<file path="src/hw/rab_consts.svh">
// Purpose: constants of the arithmetic, logic, multiply and program-flow executor
// Assumes: one core clock, decoded instructions arrive from the fetch stage
// Notes: cycle counts are totals per instruction, including the issue cycle
//
// Behaviour
// - add and add-with-carry write sum, update Z C N V H, one cycle.
// - word add immediate adds constant to pair, updates Z C N V S, two cycles.
// - word subtract immediate subtracts from pair, updates Z C N V S, two cycles.
// - subtract register or constant, optional borrow, updates Z C N V H, one cycle.
// - AND, OR, XOR write result, update only Z N V, one cycle.
// - ones complement writes all-ones minus value, updates Z C N V, one cycle.
// - clear bits ANDs destination with inverted mask, updates Z N V.
// - multiplies put 16-bit product in product pair, update Z C, two cycles.
// - fractional multiplies write product shifted left one, update Z C, two cycles.
// - relative jump and call load pc plus offset plus one; two or three cycles.
// - indirect jump and call load pc from pointer pair; two or three cycles.
// - direct jump and call load absolute address; three or four cycles.
// - compare skip equal skips next when registers equal, flags untouched.
// - compares update Z N V C H and write no register, one cycle.
// - register bit skips skip next on bit clear or set, one to three cycles.
// - io bit skips test an io register bit, skip on clear or set.
// - status branches add offset plus one when selected bit matches value.
// - signed ge taken when N xor V is zero, lt when one.
// - unsigned same-or-higher taken on carry clear, lower on carry set.
// - single flag branches test the flag and branch relative offset plus one.
`ifndef RAB_CONSTS_SVH
`define RAB_CONSTS_SVH

// status register bit positions
`define RAB_FLAG_C 3'h0
`define RAB_FLAG_Z 3'h1
`define RAB_FLAG_N 3'h2
`define RAB_FLAG_V 3'h3
`define RAB_FLAG_S 3'h4
`define RAB_FLAG_H 3'h5
`define RAB_FLAG_T 3'h6
`define RAB_FLAG_I 3'h7

// reset values
`define RAB_PC_RESET 16'h0000
`define RAB_STATUS_REGISTER_RESET 8'h00
`define RAB_GPR_RESET 8'h00

// fixed register indices
`define RAB_PROD_LO 5'h00
`define RAB_PTR_LO 5'h1e
`define RAB_PTR_HI 5'h1f

// cycle counts
`define RAB_CYC_ONE 3'h1
`define RAB_CYC_TWO 3'h2
`define RAB_CYC_THREE 3'h3
`define RAB_CYC_FOUR 3'h4

`endif

</file>
<file path="src/hw/rab_pkg.sv">
// Purpose: types shared by the executor files
// Assumes: constants header on the include path
// Notes: immediate forms reuse register opcodes with use_imm set
`include "rab_consts.svh"

package rab_pkg;

	typedef enum logic [5:0]
	{
		op_nop, op_add, op_adc, op_sub, op_sbc, op_word_add_immediate,
		op_word_subtract_immediate, op_and, op_or, op_eor, op_ones_complement,
		op_clear_bits_mask, op_mul, op_muls, op_signed_by_unsigned_multiply,
		op_fractional_multiply, op_fmuls, op_fmulsu, op_relative_jump,
		op_relative_call, op_indirect_jump, op_indirect_call, op_jmp, op_call,
		op_compare_skip_equal, op_cp, op_cpc, op_skip_reg_bit_clear,
		op_skip_reg_bit_set, op_skip_io_bit_clear, op_skip_io_bit_set,
		op_branch_status_bit_set, op_branch_status_bit_clear,
		op_branch_signed_ge, op_branch_signed_lt
	} rab_op_type;

	typedef struct packed
	{
		logic valid;
		rab_op_type op;
		logic use_imm;
		logic [4:0] rd;
		logic [4:0] rr;
		logic [7:0] imm;
		logic [11:0] offset;
		logic [15:0] target;
		logic [2:0] bit_sel;
		logic [7:0] io_value;
		logic two_word;
		logic next_two_word;
	} rab_instr_type;

	typedef struct packed
	{
		logic valid;
		logic word;
		logic [4:0] addr;
		logic [15:0] data;
	} rab_wr_type;

	typedef struct packed
	{
		logic valid;
		logic [15:0] addr;
	} rab_push_type;

	typedef enum logic [1:0]
	{
		st_ready = 2'b01,
		st_busy = 2'b10
	} rab_state_type;

endpackage

</file>
<file path="src/hw/rab_addsub.sv">
// Purpose: 8-bit add or subtract with carry, half carry and overflow
// Assumes: purely combinational, used by the executor
// Notes: c and h are borrows when sub is set
`timescale 1ns/1ps

module rab_addsub
(
	// operands
	input wire logic [7:0] a,
	input wire logic [7:0] b,
	input wire logic cin,
	input wire logic sub,
	// results
	output logic [7:0] res,
	output logic c,
	output logic h,
	output logic v
);

	logic [8:0] full;
	logic [4:0] low;

	always_comb
	begin
		if (sub)
		begin
			full = {1'b0, a} - {1'b0, b} - {8'h00, cin};
			low = {1'b0, a[3:0]} - {1'b0, b[3:0]} - {4'h0, cin};
			v = (a[7] & ~b[7] & ~full[7]) | (~a[7] & b[7] & full[7]);
		end
		else
		begin
			full = {1'b0, a} + {1'b0, b} + {8'h00, cin};
			low = {1'b0, a[3:0]} + {1'b0, b[3:0]} + {4'h0, cin};
			v = (a[7] & b[7] & ~full[7]) | (~a[7] & ~b[7] & full[7]);
		end
		res = full[7:0];
		c = full[8];
		h = low[4];
	end

endmodule

</file>
<file path="src/hw/rab_exec.sv">
// Purpose: executes arithmetic, logic, multiply and program-flow instructions
// Assumes: instr is decoded on ref_clk; io_value is sampled by the decode stage
// Notes: all effects land at the issue edge; longer instructions then hold off issue
`timescale 1ns/1ps
`include "rab_consts.svh"

module rab_exec
(
	// clock and reset
	input wire logic ref_clk,
	input wire logic rstn,
	// decoded instruction
	input wire rab_pkg::rab_instr_type instr,
	output logic issue_ready,
	// architectural state
	output logic [15:0] pc,
	output logic [7:0] status_register,
	// register file write report
	output rab_pkg::rab_wr_type reg_wr,
	// return address push
	output rab_pkg::rab_push_type push
);

	////////////////////////////////////////////////////////////////////////
	// storage and declarations

	logic [7:0] gpr [32];
	rab_pkg::rab_state_type state;
	logic [2:0] wait_left;

	logic accept;
	logic [7:0] rd_val;
	logic [7:0] rr_val;
	logic [7:0] rr_reg;
	logic [15:0] pair_val;
	logic [15:0] ptr_val;
	logic [15:0] word_res;
	logic [4:0] rd_hi;
	logic [7:0] as_res;
	logic as_c;
	logic as_h;
	logic as_v;
	logic as_cin;
	logic as_sub;
	logic sign_a;
	logic sign_b;
	logic signed [17:0] prod;
	logic [15:0] prod16;
	logic [15:0] seq_pc;
	logic [15:0] rel_pc;
	logic [15:0] skip_pc;
	logic [2:0] skip_cyc;

	logic [15:0] next_pc;
	logic [7:0] next_status_register;
	logic [2:0] next_cycles;
	rab_pkg::rab_wr_type next_wr;
	rab_pkg::rab_push_type next_push;

	////////////////////////////////////////////////////////////////////////
	// operand fetch

	assign accept = instr.valid & issue_ready;
	assign rd_hi = instr.rd | 5'h01;
	assign rd_val = gpr[instr.rd];
	assign rr_reg = gpr[instr.rr];
	assign rr_val = instr.use_imm ? instr.imm : rr_reg;
	assign pair_val = {gpr[rd_hi], gpr[instr.rd]};
	assign ptr_val = {gpr[`RAB_PTR_HI], gpr[`RAB_PTR_LO]};

	assign seq_pc = instr.two_word ? pc + 16'h0002 : pc + 16'h0001;
	assign rel_pc = pc + {{4{instr.offset[11]}}, instr.offset} + 16'h0001;
	assign skip_pc = instr.next_two_word ? pc + 16'h0003 : pc + 16'h0002;
	assign skip_cyc = instr.next_two_word ? `RAB_CYC_THREE : `RAB_CYC_TWO;

	////////////////////////////////////////////////////////////////////////
	// add and subtract unit

	always_comb
	begin
		as_sub = 1'b1;
		as_cin = 1'b0;
		case (instr.op)
			rab_pkg::op_add:
			begin
				as_sub = 1'b0;
			end
			rab_pkg::op_adc:
			begin
				as_sub = 1'b0;
				as_cin = status_register[`RAB_FLAG_C];
			end
			rab_pkg::op_sbc, rab_pkg::op_cpc:
			begin
				as_cin = status_register[`RAB_FLAG_C];
			end
			default:
			begin
				as_sub = 1'b1;
			end
		endcase
	end

	rab_addsub u_addsub
	(
		.a(rd_val),
		.b(rr_val),
		.cin(as_cin),
		.sub(as_sub),
		.res(as_res),
		.c(as_c),
		.h(as_h),
		.v(as_v)
	);

	////////////////////////////////////////////////////////////////////////
	// multiplier and word arithmetic

	always_comb
	begin
		sign_a = 1'b0;
		sign_b = 1'b0;
		if (instr.op == rab_pkg::op_muls || instr.op == rab_pkg::op_fmuls)
		begin
			sign_a = 1'b1;
			sign_b = 1'b1;
		end
		else if (instr.op == rab_pkg::op_signed_by_unsigned_multiply ||
			instr.op == rab_pkg::op_fmulsu)
		begin
			sign_a = 1'b1;
		end
	end

	assign prod = $signed({sign_a & rd_val[7], rd_val}) * $signed({sign_b & rr_reg[7], rr_reg});
	assign prod16 = prod[15:0];

	assign word_res = (instr.op == rab_pkg::op_word_add_immediate) ?
		pair_val + {8'h00, instr.imm} : pair_val - {8'h00, instr.imm};

	////////////////////////////////////////////////////////////////////////
	// execute

	always_comb
	begin
		// unlisted flags keep their values
		next_status_register = status_register;
		next_pc = seq_pc;
		next_cycles = `RAB_CYC_ONE;
		next_wr = '0;
		next_push = '0;
		case (instr.op)
			rab_pkg::op_add, rab_pkg::op_adc, rab_pkg::op_sub, rab_pkg::op_sbc:
			begin
				next_wr.valid = 1'b1;
				next_wr.addr = instr.rd;
				next_wr.data = {8'h00, as_res};
				next_status_register[`RAB_FLAG_C] = as_c;
				next_status_register[`RAB_FLAG_H] = as_h;
				next_status_register[`RAB_FLAG_V] = as_v;
				next_status_register[`RAB_FLAG_N] = as_res[7];
				// with borrow, zero only stays set through a zero result
				if (instr.op == rab_pkg::op_sbc)
					next_status_register[`RAB_FLAG_Z] = (as_res == 8'h00) & status_register[`RAB_FLAG_Z];
				else
					next_status_register[`RAB_FLAG_Z] = (as_res == 8'h00);
			end
			rab_pkg::op_cp, rab_pkg::op_cpc:
			begin
				next_status_register[`RAB_FLAG_C] = as_c;
				next_status_register[`RAB_FLAG_H] = as_h;
				next_status_register[`RAB_FLAG_V] = as_v;
				next_status_register[`RAB_FLAG_N] = as_res[7];
				if (instr.op == rab_pkg::op_cpc)
					next_status_register[`RAB_FLAG_Z] = (as_res == 8'h00) & status_register[`RAB_FLAG_Z];
				else
					next_status_register[`RAB_FLAG_Z] = (as_res == 8'h00);
			end
			rab_pkg::op_word_add_immediate:
			begin
				next_cycles = `RAB_CYC_TWO;
				next_wr.valid = 1'b1;
				next_wr.word = 1'b1;
				next_wr.addr = instr.rd;
				next_wr.data = word_res;
				next_status_register[`RAB_FLAG_V] = ~pair_val[15] & word_res[15];
				next_status_register[`RAB_FLAG_C] = pair_val[15] & ~word_res[15];
				next_status_register[`RAB_FLAG_N] = word_res[15];
				next_status_register[`RAB_FLAG_Z] = (word_res == 16'h0000);
				next_status_register[`RAB_FLAG_S] = word_res[15] ^ (~pair_val[15] & word_res[15]);
			end
			rab_pkg::op_word_subtract_immediate:
			begin
				next_cycles = `RAB_CYC_TWO;
				next_wr.valid = 1'b1;
				next_wr.word = 1'b1;
				next_wr.addr = instr.rd;
				next_wr.data = word_res;
				next_status_register[`RAB_FLAG_V] = pair_val[15] & ~word_res[15];
				next_status_register[`RAB_FLAG_C] = ~pair_val[15] & word_res[15];
				next_status_register[`RAB_FLAG_N] = word_res[15];
				next_status_register[`RAB_FLAG_Z] = (word_res == 16'h0000);
				next_status_register[`RAB_FLAG_S] = word_res[15] ^ (pair_val[15] & ~word_res[15]);
			end
			rab_pkg::op_and, rab_pkg::op_or, rab_pkg::op_eor, rab_pkg::op_clear_bits_mask:
			begin
				next_wr.valid = 1'b1;
				next_wr.addr = instr.rd;
				if (instr.op == rab_pkg::op_and)
					next_wr.data = {8'h00, rd_val & rr_val};
				else if (instr.op == rab_pkg::op_or)
					next_wr.data = {8'h00, rd_val | rr_val};
				else if (instr.op == rab_pkg::op_eor)
					next_wr.data = {8'h00, rd_val ^ rr_val};
				else
					next_wr.data = {8'h00, rd_val & (8'hff - rr_val)};
				next_status_register[`RAB_FLAG_V] = 1'b0;
				next_status_register[`RAB_FLAG_N] = next_wr.data[7];
				next_status_register[`RAB_FLAG_Z] = (next_wr.data[7:0] == 8'h00);
			end
			rab_pkg::op_ones_complement:
			begin
				next_wr.valid = 1'b1;
				next_wr.addr = instr.rd;
				next_wr.data = {8'h00, 8'hff - rd_val};
				next_status_register[`RAB_FLAG_C] = 1'b1;
				next_status_register[`RAB_FLAG_V] = 1'b0;
				next_status_register[`RAB_FLAG_N] = next_wr.data[7];
				next_status_register[`RAB_FLAG_Z] = (next_wr.data[7:0] == 8'h00);
			end
			rab_pkg::op_mul, rab_pkg::op_muls, rab_pkg::op_signed_by_unsigned_multiply:
			begin
				next_cycles = `RAB_CYC_TWO;
				next_wr.valid = 1'b1;
				next_wr.word = 1'b1;
				next_wr.addr = `RAB_PROD_LO;
				next_wr.data = prod16;
				next_status_register[`RAB_FLAG_C] = prod16[15];
				next_status_register[`RAB_FLAG_Z] = (prod16 == 16'h0000);
			end
			rab_pkg::op_fractional_multiply, rab_pkg::op_fmuls, rab_pkg::op_fmulsu:
			begin
				// carry takes the top bit before the shift
				next_cycles = `RAB_CYC_TWO;
				next_wr.valid = 1'b1;
				next_wr.word = 1'b1;
				next_wr.addr = `RAB_PROD_LO;
				next_wr.data = {prod16[14:0], 1'b0};
				next_status_register[`RAB_FLAG_C] = prod16[15];
				next_status_register[`RAB_FLAG_Z] = ({prod16[14:0], 1'b0} == 16'h0000);
			end
			rab_pkg::op_relative_jump:
			begin
				next_pc = rel_pc;
				next_cycles = `RAB_CYC_TWO;
			end
			rab_pkg::op_relative_call:
			begin
				next_pc = rel_pc;
				next_cycles = `RAB_CYC_THREE;
				next_push.valid = 1'b1;
				next_push.addr = seq_pc;
			end
			rab_pkg::op_indirect_jump:
			begin
				next_pc = ptr_val;
				next_cycles = `RAB_CYC_TWO;
			end
			rab_pkg::op_indirect_call:
			begin
				next_pc = ptr_val;
				next_cycles = `RAB_CYC_THREE;
				next_push.valid = 1'b1;
				next_push.addr = seq_pc;
			end
			rab_pkg::op_jmp:
			begin
				next_pc = instr.target;
				next_cycles = `RAB_CYC_THREE;
			end
			rab_pkg::op_call:
			begin
				next_pc = instr.target;
				next_cycles = `RAB_CYC_FOUR;
				next_push.valid = 1'b1;
				next_push.addr = seq_pc;
			end
			rab_pkg::op_compare_skip_equal:
			begin
				if (rd_val == rr_reg)
				begin
					next_pc = skip_pc;
					next_cycles = skip_cyc;
				end
			end
			rab_pkg::op_skip_reg_bit_clear, rab_pkg::op_skip_reg_bit_set:
			begin
				if (rr_reg[instr.bit_sel] == (instr.op == rab_pkg::op_skip_reg_bit_set))
				begin
					next_pc = skip_pc;
					next_cycles = skip_cyc;
				end
			end
			rab_pkg::op_skip_io_bit_clear, rab_pkg::op_skip_io_bit_set:
			begin
				if (instr.io_value[instr.bit_sel] == (instr.op == rab_pkg::op_skip_io_bit_set))
				begin
					next_pc = skip_pc;
					next_cycles = skip_cyc;
				end
			end
			rab_pkg::op_branch_status_bit_set, rab_pkg::op_branch_status_bit_clear:
			begin
				// equal, carry, minus, half carry, t and overflow branches select a bit
				if (status_register[instr.bit_sel] ==
					(instr.op == rab_pkg::op_branch_status_bit_set))
				begin
					next_pc = rel_pc;
					next_cycles = `RAB_CYC_TWO;
				end
			end
			rab_pkg::op_branch_signed_ge, rab_pkg::op_branch_signed_lt:
			begin
				if ((status_register[`RAB_FLAG_N] ^ status_register[`RAB_FLAG_V]) ==
					(instr.op == rab_pkg::op_branch_signed_lt))
				begin
					next_pc = rel_pc;
					next_cycles = `RAB_CYC_TWO;
				end
			end
			default:
			begin
				next_cycles = `RAB_CYC_ONE;
			end
		endcase
	end

	////////////////////////////////////////////////////////////////////////
	// issue control

	always_ff @(posedge ref_clk or negedge rstn)
	begin
		if (!rstn)
		begin
			state <= rab_pkg::st_ready;
			wait_left <= 3'h0;
			issue_ready <= 1'b1;
		end
		else
		begin
			case (state)
				rab_pkg::st_ready:
				begin
					if (accept && next_cycles != `RAB_CYC_ONE)
					begin
						// hold off issue for the remaining cycles
						state <= rab_pkg::st_busy;
						wait_left <= next_cycles - 3'h2;
						issue_ready <= 1'b0;
					end
				end
				rab_pkg::st_busy:
				begin
					if (wait_left == 3'h0)
					begin
						state <= rab_pkg::st_ready;
						issue_ready <= 1'b1;
					end
					else
						wait_left <= wait_left - 3'h1;
				end
				default:
				begin
					state <= rab_pkg::st_ready;
					issue_ready <= 1'b1;
				end
			endcase
		end
	end

	////////////////////////////////////////////////////////////////////////
	// program counter and status

	always_ff @(posedge ref_clk or negedge rstn)
	begin
		if (!rstn)
		begin
			pc <= `RAB_PC_RESET;
			status_register <= `RAB_STATUS_REGISTER_RESET;
		end
		else if (accept)
		begin
			pc <= next_pc;
			status_register <= next_status_register;
		end
	end

	////////////////////////////////////////////////////////////////////////
	// register file and reports

	always_ff @(posedge ref_clk or negedge rstn)
	begin
		if (!rstn)
		begin
			for (int i = 0; i < 32; i++)
				gpr[i] <= `RAB_GPR_RESET;
		end
		else if (accept && next_wr.valid)
		begin
			gpr[next_wr.addr] <= next_wr.data[7:0];
			if (next_wr.word)
				gpr[next_wr.addr | 5'h01] <= next_wr.data[15:8];
		end
	end

	always_ff @(posedge ref_clk or negedge rstn)
	begin
		if (!rstn)
		begin
			reg_wr <= '0;
			push <= '0;
		end
		else
		begin
			reg_wr <= accept ? next_wr : '0;
			push <= accept ? next_push : '0;
		end
	end

endmodule

</file>
<file path="config.mk">
export PLATFORM = sky130hd
export DESIGN_NAME = rab_exec
export DESIGN_NICKNAME = d
export VERILOG_FILES = /design/src/hw/rab_pkg.sv /design/src/hw/rab_addsub.sv /design/src/hw/rab_exec.sv
export VERILOG_INCLUDE_DIRS = /design/src /design/src/hw
export SDC_FILE = /design/constraint.sdc
export NUM_CORES = 1
export LEC_CHECK = 0
export BUFFER_PORTS_ARGS = -buffer_cell sky130_fd_sc_hd__buf_2
export CAP_MARGIN = 40
export CORE_ASPECT_RATIO = 0.75
export CORE_MARGIN = 2
export CORE_UTILIZATION = 63
export DETAILED_ROUTE_END_ITERATION = 8
export MAX_ROUTING_LAYER = met4
export PLACE_DENSITY = 0.87
export SLEW_MARGIN = 20
export SYNTH_ARGS = -nofsm -noshare
export SYNTH_HDL_FRONTEND = slang
export SYNTH_SLANG_ARGS = --single-unit
</file>
<file path="constraint.sdc">
create_clock -name ref_clk -period 10 [get_ports ref_clk]
set_clock_uncertainty 0.15 [all_clocks]
set_input_delay 2.5 -clock ref_clk [delete_from_list [all_inputs] [get_ports ref_clk]]
set_output_delay 2.5 -clock ref_clk [all_outputs]
set_load 0.005 [all_outputs]
</file>
==> run summary <==
Status: complete, no violations
Routed via count: 26,990
Hold slack: 0.3645 ns
LEAKAGE: 13.68 nW
Sw frac: 0.3643
Post-layout nets: 3,294
H-tree depth: 2
Max-cap viol count: 0
Layout cells sized above 1: 0.1867
CP Launch Type: primary input
Initial antenna violation count: 2
Buf/Inv on CP: 6
Final HPWL DP: 84,810 µm
CTS tree: done
YS warnings: 0
Post-CTS Resized: 0
Req. time, crit path: 10.29 ns
Final period utilization: 0.9741
Clk slew on worst S/H paths: 0.06 ns
Psw: 1.539 mW
Adder-Cell Fraction of Synth Area: 0.1078
DRC Markers: 0
Vias/cell: 7.490
CP max stage delay: 0.61 ns
Final setup margin: 0.2587 ns
CP Class: primary input to flip-flop
Crit path time final: 9.741 ns
Row Count: 64
Post-synth top flop: dfrtp_1
Quantity of hold-fixing buffers added after cts: 0
Multiplexer share of the synthesized area: 0.1463
Slew HR: 0.3406
I/O Buffers: 131
Largest net degree at the start of global routing: 125
DR iter-0 viols: 5,124
Largest family of logic cells by synthesized area: compound AO/OA/AOI/OAI gates
Post-synthesis compound-gate area fraction: 0.1928
Most frequent CP cell: fa_1
Design internal power: 2.686 mW
Die area: 43,180 µm²
Setup TNS: 0 ns
Max Freq: 102.7 MHz
Worst Hold Class: flip-flop to flip-flop
Total wire length: 112,100 µm
Clock sinks: 323
CP max stage cell: mux4_2
Grt met1 use: 0.7016
Seq/Total Area, Yosys: 0.3091
Root Buffer: clkbuf_16
Total power: 4.225 mW
Area of the core: 40,840 µm²
GRT Residual Overflow: 0
Initial Util: 0.6404
Pre-antenna DRT Iters: 8
Slew @ Worst Pin: 0.9891 ns
Setup crit end kind: flip-flop
Synth Cell Area: 26,150 µm²
Number of library cell types mapped by synthesis: 96
Vias in the first global route: 25,400
Maximum vdd drop: 0.1490 mV
Reg power frac: 0.371
WL/cell: 31.12 µm
Cells along the critical path: buf_4, buf_4, mux4_2, mux4_2, mux2i_1, buf_4, inv_1, and2_1, fa_1, inv_1, fa_1, inv_1, ha_1, fa_1, ha_1, ha_1, fa_1, a22oi_1, o221ai_1, a21oi_1, o21a_1, nand2_1, o22ai_1, a21oi_1
R2R depth: 27
Layout Area Growth over Synthesis: 13.11%
Setup violations, final: 0
Setup WS pre-CTS: -0.1553 ns
Post-synthesis register bit count: 323
M2 GR Usage: 0.6630
Post-synth EDFFs: 0
Xor and xnor fraction of the mapped netlist area: 0.02928
Worst-path fanout max: 21
Cells after Synth: 2,876
Combinational group share of total power: 0.306
Cts bufs inserted: 35
Met3 usage: 0.2998
ANT nets after route: 0
Synth Area in Simple Gates: 0.1562
Worst R2R Start: gpr[4]
Unrepaired setup endpoints after global routing: false
Fin. max-slew vios: 0
Die Wd: 239.3 µm
Reg-to-reg slack, setup: 2.22 ns
Global-route wire length before repair: 164,600 µm
Post-CTS setup buffers: 0
Fraction of registers with async set/reset: 1.000
Top delay family on crit path: adder cells
GR peak layer: met1
Mapped Avg Cell Area: 9.093 µm²
Ports: 134
Global Route Usage Sum: 0.5314
WP data arrival: 10.03 ns
Gpl congestion: 1.188
Die Y: 180.5 µm
Crit Reg-Reg Endpoint: gpr[103]
Final Hold Fails: 0
Clk_lat worst skew: 0.57 ns
Hold depth: 2
Clock Power Share: 0.324
Clock buffer depth: 3
Power Density: 142.8 nW/µm²
-- synth_stat cells, drive strengths merged (69+ instances only) --
cell | n | area, µm²
dfrtp | 322 | 8058
mux4 | 105 | 2369
nand2 | 231 | 869.6
clkbuf | 136 | 511.7
a21oi | 257 | 1286
nor2 | 358 | 1349
o22ai | 115 | 719.4
fa | 69 | 1381
inv | 165 | 619.3
mux2i | 109 | 1107
o21ai | 122 | 614.3
ha | 115 | 1439
-- how the worst max path moves through the flow --
| stage | startpoint | endpoint | slack (ns) | cells past startpoint |
|---|---|---|---|---|
| 4_1_cts | instr[55] | gpr[247] | 0.39 | 28 |
| 2_1_floorplan | instr[56] | gpr[231] | 0.001 | 34 |
| 3_3_place_gp | instr[55] | gpr[231] | 0.005 | 28 |
| 5_1_grt | instr[55] | gpr[103] | 0.01 | 27 |
| 3_5_place_dp | instr[55] | gpr[247] | -0.16 | 28 |
| 6_report | instr[55] | gpr[102] | 0.26 | 24 |
-- cell type report --
type,instances,area (µm²)
tap,528,660.6
clock inverter,16,229.0
sequential,323,8084
fill,3076,11260
clock buffer,44,939.7
multi-input combinational,2189,16610
antenna,12,30.03
inverter,165,619.3
timing repair buffer,327,2412
-- placed cells by master, fill, tap and decap left out, types with 24 or more instances in the layout --
cell type	netlist	layout
nor2_1	356	356
dfrtp_1	322	322
a21oi_1	257	257
nand2_1	230	230
buf_4	11	173
inv_1	164	163
buf_2	33	130
o21ai_0	116	115
o22ai_1	115	115
ha_1	115	114
mux2i_1	107	107
mux4_2	104	104
fa_1	69	69
xnor2_1	59	59
nand3_1	58	58
nor3_1	41	41
a22oi_1	35	35
clkbuf_16	0	35
a221oi_1	35	32
mux2_2	31	31
nor2b_1	30	30
nand2b_1	29	29
a31oi_1	26	26
xor2_1	24	24
-- layer usage --
layer	part of all wire	wire length, µm	vias up
met5	0	0	-
met2	0.38	42200	2720
met4	0.057	6360	0
li1	-	-	10790
met3	0.20	22410	546
met1	0.37	41170	12930
-- stage by stage --
step	cell area, µm²	instances	utilization
2_1_floorplan	26240	2877	-
3_3_place_gp	28130	3512	0.6889
3_5_place_dp	28370	3529	0.6946
4_1_cts	29530	3589	0.7232
5_1_grt	29560	3595	0.7238
6_report	29580	3604	0.7244
-- power by group through the flow --
| stage | Clock, mW | Combinational, mW | Sequential, mW |
|---|---|---|---|
| global placement | 0 | 1.18 | 1.57 |
| finish | 1.37 | 1.29 | 1.57 |
| detailed placement | 0 | 1.23 | 1.57 |
| floorplan | 0 | 0.847 | 1.49 |
| global route | 1.41 | 1.37 | 1.57 |
| CTS | 1.35 | 1.24 | 1.55 |
-- worst register-to-register path: cells and delay by family, from the launching register on --
family	cells	cell delay (ns)
adder cells (fa/ha/maj)	6	2.66
AO/OA/AOI/OAI	7	1.67
buffers and inverters	6	0.85
AND/OR/NAND/NOR	5	0.70
XOR/XNOR	2	0.62
multiplexers	1	0.55
flip-flops	1	0.52
-- kinds of logic after synthesis --
group,Yosys count
flip-flops,323
adder cells (fa/ha/maj),184
other,1
AO/OA/AOI/OAI,780
multiplexers,245
XOR/XNOR,85
AND/OR/NAND/NOR,893
buffers and inverters,365
(Power assumes the default switching activity.)
